[src/pkg/sgoc_pkg.sv]
// Shared constants and types for the system GPIO, observation and clock control registers
package sgoc_pkg;
  localparam int GPIO_W = 23;
  localparam int OBS_W = 18;
  localparam int NUM_OBS = 5;
  localparam logic [5:0] GPIO_MAX_PIN = 6'h16;
  localparam int REF_CLK_MHZ = 40;
  localparam int BUS_CLK_MHZ = 250;

  // Register byte offsets
  localparam logic [7:0] OFS_GPIO_IN = 8'h88;
  localparam logic [7:0] OFS_GPIO_OUT = 8'h90;
  localparam logic [7:0] OFS_GPIO_DIR = 8'h98;
  localparam logic [7:0] OFS_GPIO_INT_SEL = 8'hA0;
  localparam logic [7:0] OFS_PCI_CLK_DIV = 8'hA4;
  localparam logic [7:0] OFS_SCRATCH0 = 8'hA8;
  localparam logic [7:0] OFS_SCRATCH1 = 8'hAC;
  localparam logic [7:0] OFS_OBS_CTL = 8'hB0;
  localparam logic [7:0] OFS_GEN_CLK = 8'hB4;
  localparam logic [7:0] OFS_INT_MASK = 8'hB8;

  // Writable-bit masks, reserved bits read zero
  localparam logic [31:0] MASK_GPIO = 32'h007F_FFFF;
  localparam logic [31:0] MASK_INT_SEL = 32'h0000_FFFF;
  localparam logic [31:0] MASK_PCI_CLK = 32'h0000_FFFF;
  localparam logic [31:0] MASK_OBS = 32'h000F_FF3F;
  localparam logic [31:0] MASK_GEN_CLK = 32'h0000_0003;
  localparam logic [31:0] MASK_INT_MASK = 32'h0000_003F;

  // Cold reset values
  localparam logic [31:0] RST_GPIO_OUT = 32'h0000_0000;
  localparam logic [31:0] RST_GPIO_DIR = 32'h0000_0000;
  localparam logic [31:0] RST_INT_SEL = 32'h0000_0000;
  localparam logic [31:0] RST_PCI_CLK = 32'h0000_0000;
  localparam logic [31:0] RST_OBS = 32'h0000_0000;
  localparam logic [31:0] RST_GEN_CLK = 32'h0000_0001;
  localparam logic [31:0] RST_INT_MASK = 32'h0000_003F;

  // Field positions
  localparam int INT_SEL0_LSB = 0;
  localparam int INT_MODE0_LSB = 6;
  localparam int INT_SEL1_LSB = 8;
  localparam int INT_MODE1_LSB = 14;
  localparam int OBS_EN_BIT = 0;
  localparam int OBS_SRC_LSB = 1;
  localparam int OBS_DIR_BIT = 4;
  localparam int OBS_RADIO_BIT = 5;
  localparam int OBS_SEC_EN_BIT = 8;
  localparam int OBS_SEC_SRC_LSB = 9;
  localparam int OBS_CLKOBS_BIT = 12;
  localparam int OBS_PIN3_LSB = 13;
  localparam int OBS_LED0_BIT = 15;
  localparam int OBS_LED1_BIT = 16;
  localparam int OBS_TRIG_BIT = 17;
  localparam int OBS_COEX_BIT = 18;
  localparam int OBS_CARDBUS_BIT = 19;
  localparam int CLK_BYPASS_BIT = 0;
  localparam int CLK_PROC_SEL_BIT = 1;

  typedef enum logic [1:0] {
    SGOC_TEST_NEVER = 2'b00,
    SGOC_TEST_LOW = 2'b01,
    SGOC_TEST_HIGH = 2'b10,
    SGOC_TEST_CHANGE = 2'b11
  } sgoc_test_t;

  typedef enum logic [1:0] {
    SGOC_PIN3_GPIO = 2'b00,
    SGOC_PIN3_CHAN_CLEAR = 2'b01,
    SGOC_PIN3_CLKC = 2'b10
  } sgoc_pin3_t;

  typedef enum logic [1:0] {
    SGOC_FSEL_CLKM0 = 2'b00,
    SGOC_FSEL_CLKM1 = 2'b01,
    SGOC_FSEL_CLKC = 2'b10,
    SGOC_FSEL_REF = 2'b11
  } sgoc_fsel_t;

  // Observation sources: digital subsystem, converter in, converter out, wireless MAC, wired MAC
  typedef struct packed {
    logic [OBS_W-1:0] wired_mac;
    logic [OBS_W-1:0] wireless_mac;
    logic [OBS_W-1:0] conv_out;
    logic [OBS_W-1:0] conv_in;
    logic [OBS_W-1:0] digital_subsystem;
  } sgoc_obs_t;

  typedef struct packed {
    logic [GPIO_W-1:0] out;
    logic [GPIO_W-1:0] oe_n;
  } sgoc_pins_t;
endpackage

[src/verilog/sgoc_regs.sv]
// System GPIO, observation pin sharing and clock control register set
`timescale 1ns/1ps
`default_nettype none
module sgoc_regs (
  input wire logic CLOCK_I,
  input wire logic RESET_I,
  input wire logic WARM_RESET_I,
  input wire logic [7:0] REG_ADDR_I,
  input wire logic [31:0] REG_WDATA_I,
  input wire logic REG_WE_I,
  input wire logic REG_RE_I,
  output logic [31:0] REG_RDATA_O,
  output logic REG_RVALID_O,
  input wire logic [sgoc_pkg::GPIO_W-1:0] GPIO_IN_I,
  output logic [sgoc_pkg::GPIO_W-1:0] GPIO_OUT_O,
  output logic [sgoc_pkg::GPIO_W-1:0] GPIO_OE_N_O,
  output logic GPIO_INT_O,
  input wire sgoc_pkg::sgoc_obs_t OBS_SRC_I,
  output logic [sgoc_pkg::OBS_W-1:0] OBS_DATA_O,
  output logic OBS_EN_O,
  output logic OBS_IS_INPUT_O,
  output logic RADIO_MODE_O,
  input wire logic [3:0] RADIO_OUT_I,
  input wire logic [3:0] RADIO_OE_N_I,
  input wire logic CLKOBS_I,
  input wire logic CHAN_CLEAR_I,
  input wire logic LED0_I,
  input wire logic LED1_I,
  input wire logic TEST_TRIG_I,
  output logic COEX_ACTIVE_O,
  output logic CARDBUS_MODE_O,
  input wire logic PLL_CLKM_I,
  input wire logic PLL_CLKC_I,
  input wire logic INT_REF_CLK_I,
  input wire logic PROC_REF_CLK_I,
  input wire logic [1:0] FINAL_SEL_I,
  output logic PLL_BYPASS_O,
  output logic PROC_REF_SEL_O,
  output logic PLL_REF_O,
  output logic FINAL_SRC_O,
  output logic [15:0] PCI_CLK_CTL_O,
  output logic [5:0] CLIENT_INT_MASK_O
);
  import sgoc_pkg::*;

  logic [31:0] gpio_out_q;
  logic [31:0] gpio_dir_q;
  logic [31:0] int_sel_q;
  logic [31:0] pci_clk_q;
  logic [31:0] scratch0_q;
  logic [31:0] scratch1_q;
  logic [31:0] obs_q;
  logic [31:0] gen_clk_q;
  logic [31:0] int_mask_q;
  logic [GPIO_W-1:0] in_q;
  logic [GPIO_W-1:0] in_prev_q;
  logic int_d;
  logic [31:0] rdata_d;
  sgoc_pins_t pins_d;
  logic [OBS_W-1:0] sec_obs;
  logic ref_mux;

  // Masked write; reserved bits stay zero
  function automatic logic [31:0] wr_val(input logic [31:0] data, input logic [31:0] mask);
    wr_val = data & mask;
  endfunction

  function automatic logic wr_hit(input logic [7:0] ofs);
    wr_hit = REG_WE_I && (REG_ADDR_I == ofs);
  endfunction

  // Pin test: selectors beyond the last pin never fire
  function automatic logic pin_test(input logic [5:0] sel, input logic [1:0] mode,
                                    input logic [GPIO_W-1:0] cur, input logic [GPIO_W-1:0] prev);
    pin_test = 1'b0;
    if (sel <= GPIO_MAX_PIN) begin
      case (mode)
        SGOC_TEST_LOW: pin_test = !cur[sel[4:0]];
        SGOC_TEST_HIGH: pin_test = cur[sel[4:0]];
        SGOC_TEST_CHANGE: pin_test = cur[sel[4:0]] ^ prev[sel[4:0]];
        default: pin_test = 1'b0;
      endcase
    end
  endfunction

  // Five-way observation select; reserved codes give zero
  function automatic logic [OBS_W-1:0] obs_pick(input logic [2:0] src, input sgoc_obs_t b);
    case (src)
      3'h0: obs_pick = b.digital_subsystem;
      3'h1: obs_pick = b.conv_in;
      3'h2: obs_pick = b.conv_out;
      3'h3: obs_pick = b.wireless_mac;
      3'h4: obs_pick = b.wired_mac;
      default: obs_pick = '0;
    endcase
  endfunction

  // Control registers: cold reset only, warm reset leaves them alone
  // write or cold reset
  always_ff @(posedge CLOCK_I) begin
    if (RESET_I) begin
      gpio_out_q <= RST_GPIO_OUT;
      gpio_dir_q <= RST_GPIO_DIR;
      int_sel_q <= RST_INT_SEL;
      pci_clk_q <= RST_PCI_CLK;
      obs_q <= RST_OBS;
      gen_clk_q <= RST_GEN_CLK;
      int_mask_q <= RST_INT_MASK;
    end else begin
      if (wr_hit(OFS_GPIO_OUT)) begin
        gpio_out_q <= wr_val(REG_WDATA_I, MASK_GPIO);
      end
      if (wr_hit(OFS_GPIO_DIR)) begin
        gpio_dir_q <= wr_val(REG_WDATA_I, MASK_GPIO);
      end
      if (wr_hit(OFS_GPIO_INT_SEL)) begin
        int_sel_q <= wr_val(REG_WDATA_I, MASK_INT_SEL);
      end
      if (wr_hit(OFS_PCI_CLK_DIV)) begin
        pci_clk_q <= wr_val(REG_WDATA_I, MASK_PCI_CLK);
      end
      if (wr_hit(OFS_OBS_CTL)) begin
        obs_q <= wr_val(REG_WDATA_I, MASK_OBS);
      end
      if (wr_hit(OFS_GEN_CLK)) begin
        gen_clk_q <= wr_val(REG_WDATA_I, MASK_GEN_CLK);
      end
      if (wr_hit(OFS_INT_MASK)) begin
        int_mask_q <= wr_val(REG_WDATA_I, MASK_INT_MASK);
      end
    end
  end

  // Scratch has no reset term on purpose, so it survives every reset
  // scratch retention
  always_ff @(posedge CLOCK_I) begin
    if (wr_hit(OFS_SCRATCH0)) begin
      scratch0_q <= REG_WDATA_I;
    end
    if (wr_hit(OFS_SCRATCH1)) begin
      scratch1_q <= REG_WDATA_I;
    end
  end

  always_ff @(posedge CLOCK_I) begin
    if (RESET_I) begin
      in_q <= '0;
      in_prev_q <= '0;
    end else begin
      in_q <= GPIO_IN_I;
      in_prev_q <= in_q;
    end
  end

  assign int_d = pin_test(int_sel_q[INT_SEL0_LSB +: 6], int_sel_q[INT_MODE0_LSB +: 2], in_q, in_prev_q)
              || pin_test(int_sel_q[INT_SEL1_LSB +: 6], int_sel_q[INT_MODE1_LSB +: 2], in_q, in_prev_q);

  always_ff @(posedge CLOCK_I) begin
    if (RESET_I) begin
      GPIO_INT_O <= 1'b0;
    end else begin
      GPIO_INT_O <= int_d;
    end
  end

  // Read decode; unmapped offsets read zero
  always_comb begin
    if (REG_ADDR_I == OFS_GPIO_IN) begin
      rdata_d = {9'h000, in_q};
    end else if (REG_ADDR_I == OFS_GPIO_OUT) begin
      rdata_d = gpio_out_q;
    end else if (REG_ADDR_I == OFS_GPIO_DIR) begin
      rdata_d = gpio_dir_q;
    end else if (REG_ADDR_I == OFS_GPIO_INT_SEL) begin
      rdata_d = int_sel_q;
    end else if (REG_ADDR_I == OFS_PCI_CLK_DIV) begin
      rdata_d = pci_clk_q;
    end else if (REG_ADDR_I == OFS_SCRATCH0) begin
      rdata_d = scratch0_q;
    end else if (REG_ADDR_I == OFS_SCRATCH1) begin
      rdata_d = scratch1_q;
    end else if (REG_ADDR_I == OFS_OBS_CTL) begin
      rdata_d = obs_q;
    end else if (REG_ADDR_I == OFS_GEN_CLK) begin
      rdata_d = gen_clk_q;
    end else if (REG_ADDR_I == OFS_INT_MASK) begin
      rdata_d = int_mask_q;
    end else begin
      rdata_d = 32'h0000_0000;
    end
  end

  always_ff @(posedge CLOCK_I) begin
    if (RESET_I) begin
      REG_RDATA_O <= 32'h0000_0000;
      REG_RVALID_O <= 1'b0;
    end else begin
      REG_RVALID_O <= REG_RE_I;
      if (REG_RE_I) begin
        REG_RDATA_O <= rdata_d;
      end
    end
  end

  // Secondary bus bits 0..14 land on pins 8..22, then pins 1, 2, 6
  // secondary source
  assign sec_obs = obs_pick(obs_q[OBS_SEC_SRC_LSB +: 3], OBS_SRC_I);

  // Pin sharing, lowest priority first so later lines win
  always_comb begin
    pins_d.out = gpio_out_q[GPIO_W-1:0];
    pins_d.oe_n = ~gpio_dir_q[GPIO_W-1:0];
    if (obs_q[OBS_SEC_EN_BIT]) begin
      pins_d.out[22:8] = sec_obs[14:0];
      pins_d.out[1] = sec_obs[15];
      pins_d.out[2] = sec_obs[16];
      pins_d.out[6] = sec_obs[17];
      pins_d.oe_n[22:8] = '0;
      pins_d.oe_n[1] = 1'b0;
      pins_d.oe_n[2] = 1'b0;
      pins_d.oe_n[6] = 1'b0;
    end
    if (obs_q[OBS_LED0_BIT]) begin
      pins_d.out[1] = LED0_I;
      pins_d.oe_n[1] = 1'b0;
    end
    if (obs_q[OBS_LED1_BIT]) begin
      pins_d.out[2] = LED1_I;
      pins_d.oe_n[2] = 1'b0;
    end
    if (obs_q[OBS_TRIG_BIT]) begin
      pins_d.out[6] = TEST_TRIG_I;
      pins_d.oe_n[6] = 1'b0;
    end
    if (obs_q[OBS_CLKOBS_BIT]) begin
      pins_d.out[0] = CLKOBS_I;
      pins_d.oe_n[0] = 1'b0;
    end
    case (obs_q[OBS_PIN3_LSB +: 2])
      SGOC_PIN3_CHAN_CLEAR: begin
        pins_d.out[3] = CHAN_CLEAR_I;
        pins_d.oe_n[3] = 1'b0;
      end
      SGOC_PIN3_CLKC: begin
        pins_d.out[3] = PLL_CLKC_I;
        pins_d.oe_n[3] = 1'b0;
      end
      default: begin
      end
    endcase
    if (obs_q[OBS_COEX_BIT]) begin
      pins_d.oe_n[7] = 1'b1;
    end
    if (obs_q[OBS_RADIO_BIT]) begin
      pins_d.out[3:0] = RADIO_OUT_I;
      pins_d.oe_n[3:0] = RADIO_OE_N_I;
    end
  end

  // Pin outputs are registered to keep glitches off the pads
  always_ff @(posedge CLOCK_I) begin
    if (RESET_I) begin
      GPIO_OUT_O <= '0;
      GPIO_OE_N_O <= '1;
      COEX_ACTIVE_O <= 1'b0;
    end else begin
      GPIO_OUT_O <= pins_d.out;
      GPIO_OE_N_O <= pins_d.oe_n;
      COEX_ACTIVE_O <= obs_q[OBS_COEX_BIT] & in_q[7];
    end
  end

  // Primary observation bus and mode levels
  always_ff @(posedge CLOCK_I) begin
    if (RESET_I) begin
      OBS_DATA_O <= '0;
      OBS_EN_O <= 1'b0;
      OBS_IS_INPUT_O <= 1'b0;
      RADIO_MODE_O <= 1'b0;
      CARDBUS_MODE_O <= 1'b0;
    end else begin
      OBS_DATA_O <= obs_pick(obs_q[OBS_SRC_LSB +: 3], OBS_SRC_I);
      OBS_EN_O <= obs_q[OBS_EN_BIT];
      OBS_IS_INPUT_O <= obs_q[OBS_DIR_BIT];
      RADIO_MODE_O <= obs_q[OBS_RADIO_BIT];
      CARDBUS_MODE_O <= obs_q[OBS_CARDBUS_BIT];
    end
  end

  // Clock controls are plain levels; the clocks themselves are outside
  assign PLL_BYPASS_O = gen_clk_q[CLK_BYPASS_BIT];
  assign PROC_REF_SEL_O = gen_clk_q[CLK_PROC_SEL_BIT];
  assign PCI_CLK_CTL_O = pci_clk_q[15:0];
  assign CLIENT_INT_MASK_O = int_mask_q[5:0];

  assign PLL_REF_O = INT_REF_CLK_I;
  assign ref_mux = gen_clk_q[CLK_PROC_SEL_BIT] ? PROC_REF_CLK_I : INT_REF_CLK_I;

  always_comb begin
    case (FINAL_SEL_I)
      SGOC_FSEL_CLKC: FINAL_SRC_O = PLL_CLKC_I;
      SGOC_FSEL_REF: FINAL_SRC_O = ref_mux;
      default: FINAL_SRC_O = PLL_CLKM_I;
    endcase
  end
endmodule
`default_nettype wire

[config.mk]
export PLATFORM = sky130hd
export DESIGN_NAME = sgoc_regs
export DESIGN_NICKNAME = d
export VERILOG_FILES = /design/src/pkg/sgoc_pkg.sv /design/src/verilog/sgoc_regs.sv
export SDC_FILE = /design/constraint.sdc
export NUM_CORES = 1
export LEC_CHECK = 0
export ABC_AREA = 1
export BUFFER_PORTS_ARGS = -buffer_cell sky130_fd_sc_hd__buf_2
export CAP_MARGIN = 0
export CORE_UTILIZATION = 45
export DETAILED_ROUTE_END_ITERATION = 12
export HOLD_SLACK_MARGIN = 0.1
export PLACE_DENSITY = 0.68
export REMOVE_ABC_BUFFERS = 1
export SYNTH_ARGS = -nofsm -noshare
export SYNTH_HDL_FRONTEND = slang
export SYNTH_SLANG_ARGS = --single-unit
[constraint.sdc]
create_clock -name CLOCK_I -period 3.1 [get_ports CLOCK_I]
set_clock_uncertainty 0.1 [all_clocks]
set_input_delay 0.155 -clock CLOCK_I [delete_from_list [all_inputs] [get_ports CLOCK_I]]
set_output_delay 0.155 -clock CLOCK_I [all_outputs]
set_load 0.02 [all_outputs]
---- Word level (Yosys, flattened, before mapping) ----
Index checks and enable logic that the tools add are counted.
word-level totals
  flip-flop bits (word level) ............. 317
  bits in latches ......................... 0
  bits in writable memories ............... 0
  memory bits (read-only) ................. 0
  word-level logic and storage cells ...... 119
  memories ................................ 0
operators by class
  add/subtract/negate cells ............... 0
  multiply operators ...................... 0
  divide/modulo/power cells ............... 0
  magnitude comparators ................... 4
  equal/unequal tests ..................... 28
  shift-type cells ........................ 0
  mux-type cells .......................... 44
  bitwise logic cells ..................... 4
  reduce and logical (&&, ||, !) cells .... 16
operators with widths
  kind                  count
  $mux W32              7
  $pmux W18 S5          2
  $eq A8 B8 Y1 const B  10
  $mux W15              2
  $not A23 Y23          1
  $bmux W1 S5           4
  $mux W20              1
  $mux W1               18
  $eq A2 B2 Y1 const B  7
  $eq A3 B2 Y1 const B  4
  $le A6 B5 Y1 const B  2
  $lt A5 B6 Y1 const B  2
  $mux W6               2
  $logic_and A1 B1 Y1   9
  $mux W4               2
  $eq A2 B1 Y1 const B  3
  $eq A3 B1 Y1 const B  2
  $eq A3 B3 Y1 const B  2
  $logic_not A3 Y1      2
  $pmux W1 S3           2
  $mux W2               2
  $pmux W1 S2           2
  $reduce_or A2 Y1      2
  $logic_not A1 Y1      2
  other kinds (3)       4

---- Depth between registers and ports, before layout ----
  depth in word-level cells ............... 11
  depth in mapped cells ................... 13
  depth with buffers taken out ............ 13

---- Least setup slack after synthesis ----
OpenSTA, ideal clock, no wires.
  kind .................................... input to register
  from .................................... input REG_ADDR_I[2]
  to ...................................... register scratch0_q[0], enable pin
  library setup time ...................... 0.421 ns
  data arrival time ....................... 1.963 ns
  required time ........................... 2.579 ns
  path slack .............................. 0.616 ns
  stages .................................. 5
  path buffers ............................ 0
  path through ............................ inv_1 > nand2_1 > nor2_4 > nand4_1 > nor2_1
on the way
  cells in the longest elaborated chain, start to end .. 2
ends and longest elaborated chain
  element               line              text
  from (decl)           sgoc_regs.sv:8    input wire logic [7:0] REG_ADDR_I,
  $eq A8 B8 Y1          sgoc_regs.sv:69   wr_hit = REG_WE_I && (REG_ADDR_I == ofs);
  $logic_and A1 B1 Y1   sgoc_regs.sv:69
  to (signal assigned)  sgoc_regs.sv:138  scratch0_q <= REG_WDATA_I;
  to (decl)             sgoc_regs.sv:50   logic [31:0] scratch0_q;
Every way passes these cells.
A chain may end at the register's enable or synchronous reset.

---- Final worst setup path ----
  from .................................... register obs_q[11]
  to ...................................... register GPIO_OUT_O[18] (netlist bit)
on the way
  cells in the longest elaborated chain, start to end .. 3
  elaborated cells on any way between the ends .. 7
ends and longest elaborated chain
  element                                     line              text
  from (decl)                                 sgoc_regs.sv:52   logic [31:0] obs_q;
  from (signal assigned)                      sgoc_regs.sv:123  obs_q <= wr_val(REG_WDATA_I, MASK_OBS);
  $eq A3 B3 Y1, or another cell as far along  sgoc_regs.sv:88   case (src)
  $pmux W18 S5 (*)                            sgoc_regs.sv:88
  $mux W15 (*)                                sgoc_regs.sv:213  if (obs_q[OBS_SEC_EN_BIT]) begin
  to (signal assigned)                        sgoc_regs.sv:267  GPIO_OUT_O <= pins_d.out;
  to (decl)                                   sgoc_regs.sv:15   output logic [sgoc_pkg::GPIO_W-1:0] GPIO_OUT_O,
Every way passes the cells marked *; elsewhere a longest branch is shown, timed or not.

==> results by group <==
Run status
  – Status: finished clean

Drt
  – Vias per inst: 5.50
  – Drt drc: 0
  – Via count: 14400
  – First drt pass iteration count: 6
  – Iteration-0 DRC Markers: 1590
  – WL/cell: 18.6 um
  – Final wirelength: 48.5 mm
  – Routed Antenna Nets: 0

Power
  – Pwr dens: 497 mW/mm2
  – Worst VDD drop: 0.365 mV
  – Leak: 7.86 nW
  – Power Total: 8.99 mW

STA
  – RSZ-0062 raised after global routing: no
  – Min Tclk post-route: 2.74 ns
  – Max-slew headroom: 35.0%
  – Final number of setup-violating endpoints: 0
  – Worst slew pin tran: 0.972 ns
  – Sum Neg Setup Slack: 0 ns
  – Fin crit share: 88.5%
  – Final hold violations: 0
  – Slew Viols, Final: 0
  – FMAX: 364 MHz

Synthesis
  – Synth Warn #: 0
  – Leading area contributor after synthesis: dfxtp_1
  – Avg Cell Area, Syn: 7.71 um2
  – Ys flop type: dfxtp_1
  – Synth cell types: 37
  – Syn Inst Count: 1784
  – Sequential-to-total area share from yosys stat: 50.8%
  – Area contributors post-synth: dfxtp_1, edfxtp_1, nand2_1
  – Post-synth EDFFs: 64
  – Mapped cell area: 0.0138 mm2
  – Yosys reg bits: 317
  – Area share of the largest cell type after synthesis: 36.8%
  – Async set-or-reset flop fraction in the synthesized netlist: 0%

Clock tree
  – Setup bufs post-CTS: 0
  – Clock latency reported for the late side of the worst-skew pair: 0.52 ns
  – Clock slew at reported path FFs: 0.07 ns
  – CTS tree: built
  – H-Tree Depth: 2
  – CTS Root Cell: clkbuf_16
  – CTS buffer count: 35
  – CTS Buffer Depth: 3
  – # clock sinks: 317

Worst setup path
  – Cell mode on critical path: dlygate4sd3_1
  – CP Launch Point: obs_q[11]$_SDFFE_PP0P_
  – Critical-path top delay cell: dlygate4sd3_1
  – Setup crit end: GPIO_OUT_O[18]$_SDFF_PP0_
  – R2R setup slack: 0.36 ns
  – Reg2Reg Capture Point: GPIO_OUT_O[18]$_SDFF_PP0_
  – Worst path max stage delay: 0.60 ns
  – Kind of critical path: reg -> reg
  – Reg2reg path depth: 7
  – Crit path capture type: register
  – Req. time, crit path: 3.37 ns
  – Worst reg2reg startpoint: obs_q[11]$_SDFFE_PP0P_
  – Largest fanout on the critical path: 9
  – CP arrival: 3.01 ns
  – CP Launch Type: register
  – Crit path cell chain: clkinv_1, nand3_1, o22ai_1, dlygate4sd3_1, o21ai_0, dlygate4sd3_1, a21oi_1

Finish
  – Share of layout cells above drive strength 1: 18.4%
  – Fin nets: 2374
  – Commonest non-fill, non-tap cells in the layout: nand2_1, buf_2, inv_1
  – Fillers: 2624
  – Final core occ: 60.5%
  – Most common cell after layout, fill and taps aside: nand2_1
  – Syn-to-layout area delta: 31.5%

Run
  – Maxcap violations: 0

Floorplanning
  – Initial core utilization: 46.0%
  – Rows: 63
  – Die X: 177 um
  – Top Ports: 306
  – Std-Cell Core Area: 0.0299 mm2
  – Full die area: 0.0313 mm2
  – Die span in y: 177 um

Global route
  – Largest net degree at the start of global routing: 161
  – Initial antenna violation count: 1
  – Grt total ovfl: 0
  – Global-route wire length before repair: 73.7 mm
  – Number of global-route vias before repair: 13400
  – GRT Overall Usage: 30.3%

Placed design
  – Post-DP HPWL: 32.1 mm
  – # port buffers: 304
  – Routability cong.: 0.964

Hold path
  – HP Class: in -> reg
[report_power, final]
part / switching, mW / internal (mW) / total [mW]
combinational: 0.385 / 0.293 / 0.678
clock: 1.68 / 2.33 / 4.01
sequential: 0.0361 / 4.26 / 4.30
total: 2.11 / 6.88 / 8.99
[layer usage]
layer / GRT usage [%] / wire (um) / up-vias
li1: - / - / 6713
met3: 4.92 / 4410 / 147
met1: 40.5 / 20100 / 6696
met5: 0 / 0 / -
met4: 10.4 / 1720 / 0
met2: 49.5 / 22300 / 808
[how the worst min path moves through the flow]
stage / slack, ns / to / start / cells past startpoint
2_1_floorplan: 0.12 / GPIO_INT_O$_SDFF_PP0_ / RESET_I / 1
3_3_place_gp: 0.25 / scratch1_q[31]$_DFFE_PP_ / REG_WDATA_I[31] / 1
3_5_place_dp: 0.25 / scratch0_q[27]$_DFFE_PP_ / REG_WDATA_I[27] / 1
4_1_cts: 0.13 / scratch0_q[3]$_DFFE_PP_ / REG_ADDR_I[5] / 3
5_1_grt: 0.16 / scratch0_q[19]$_DFFE_PP_ / REG_ADDR_I[5] / 3
6_report: 0.14 / scratch0_q[18]$_DFFE_PP_ / REG_ADDR_I[5] / 3
[what timing repair did]
action | CTS | global route
hold buffers | 142 | 0
endpoints found under the setup margin | 0 | 1
hold endpoints to repair | 234 | 0
resized for setup | 0 | 1
[area by class of cell]
class | instances | area [um2] | area share, %
clock inverter | 13 | 109 | 0.602
clock buffer | 49 | 990 | 5.47
multi-input combinational | 1104 | 5330 | 29.5
inverter | 263 | 987 | 5.46
tap | 390 | 488 | 2.70
timing repair buffer | 474 | 3190 | 17.7
antenna | 1 | 2.50 | 0.0138
sequential | 317 | 6990 | 38.6
[metrics by stage]
step | std cells | hold slack, ns | cell area (um2) | setup slack [ns]
3_5_place_dp | 2406 | 0.249 | 15600 | 0.871
6_report | 2611 | 0.136 | 18100 | 0.356
3_3_place_gp | 2406 | 0.246 | 15600 | 0.918
2_1_floorplan | 1684 | 0.124 | 13300 | 0.616
5_1_grt | 2611 | 0.160 | 18100 | 0.170
4_1_cts | 2610 | 0.127 | 18100 | 0.324
[cells in the mapped netlist (4+ instances only)]
library cell,number
a21oi_1,158
a221oi_1,7
a22o_1,9
a311oi_1,4
buf_2,26
buf_4,10
clkbuf_1,61
dfxtp_1,253
edfxtp_1,64
inv_1,255
inv_2,5
nand2_1,332
nand2_2,4
nand3_1,126
nand4_1,24
nor2_1,165
nor2_4,6
nor3_1,18
o2111ai_1,4
o211ai_1,15
o21ai_0,119
o21ai_1,7
o221ai_1,7
o22ai_1,68
o31ai_1,13
[worst max-delay path: cells and delay by family, from the launching register on]
kind / cells / cell delay, ns
simple gates: 1 / 0.43
flops: 1 / 0.35
compound gates: 3 / 0.37
buf+inv: 3 / 1.33
[sequential cells by signal (all words and copies together), names as in the netlist, 2 cells and up]
signal,cells
REG_RDATA_O,32
scratch0_q,32
GPIO_OUT_O,23
scratch1_q,32
gen_clk_q,2
int_sel_q,16
in_prev_q,23
int_mask_q,6
obs_q,18
in_q,23
gpio_dir_q,23
pci_clk_q,16
OBS_DATA_O,18
gpio_out_q,23
GPIO_OE_N_O,23
[cell families (layout without fill, tap and decap cells)]
kind of cell,Yosys count,after routing,synth area share [%]
AND/OR/NAND/NOR,682,682,21.0
AO/OA/AOI/OAI,420,420,17.5
buffers and inverters,363,799,10.5
flip-flops,317,317,50.8
adder cells (fa/ha/maj),2,2,0.182
other,0,1,0
(Power assumes the default switching activity.)
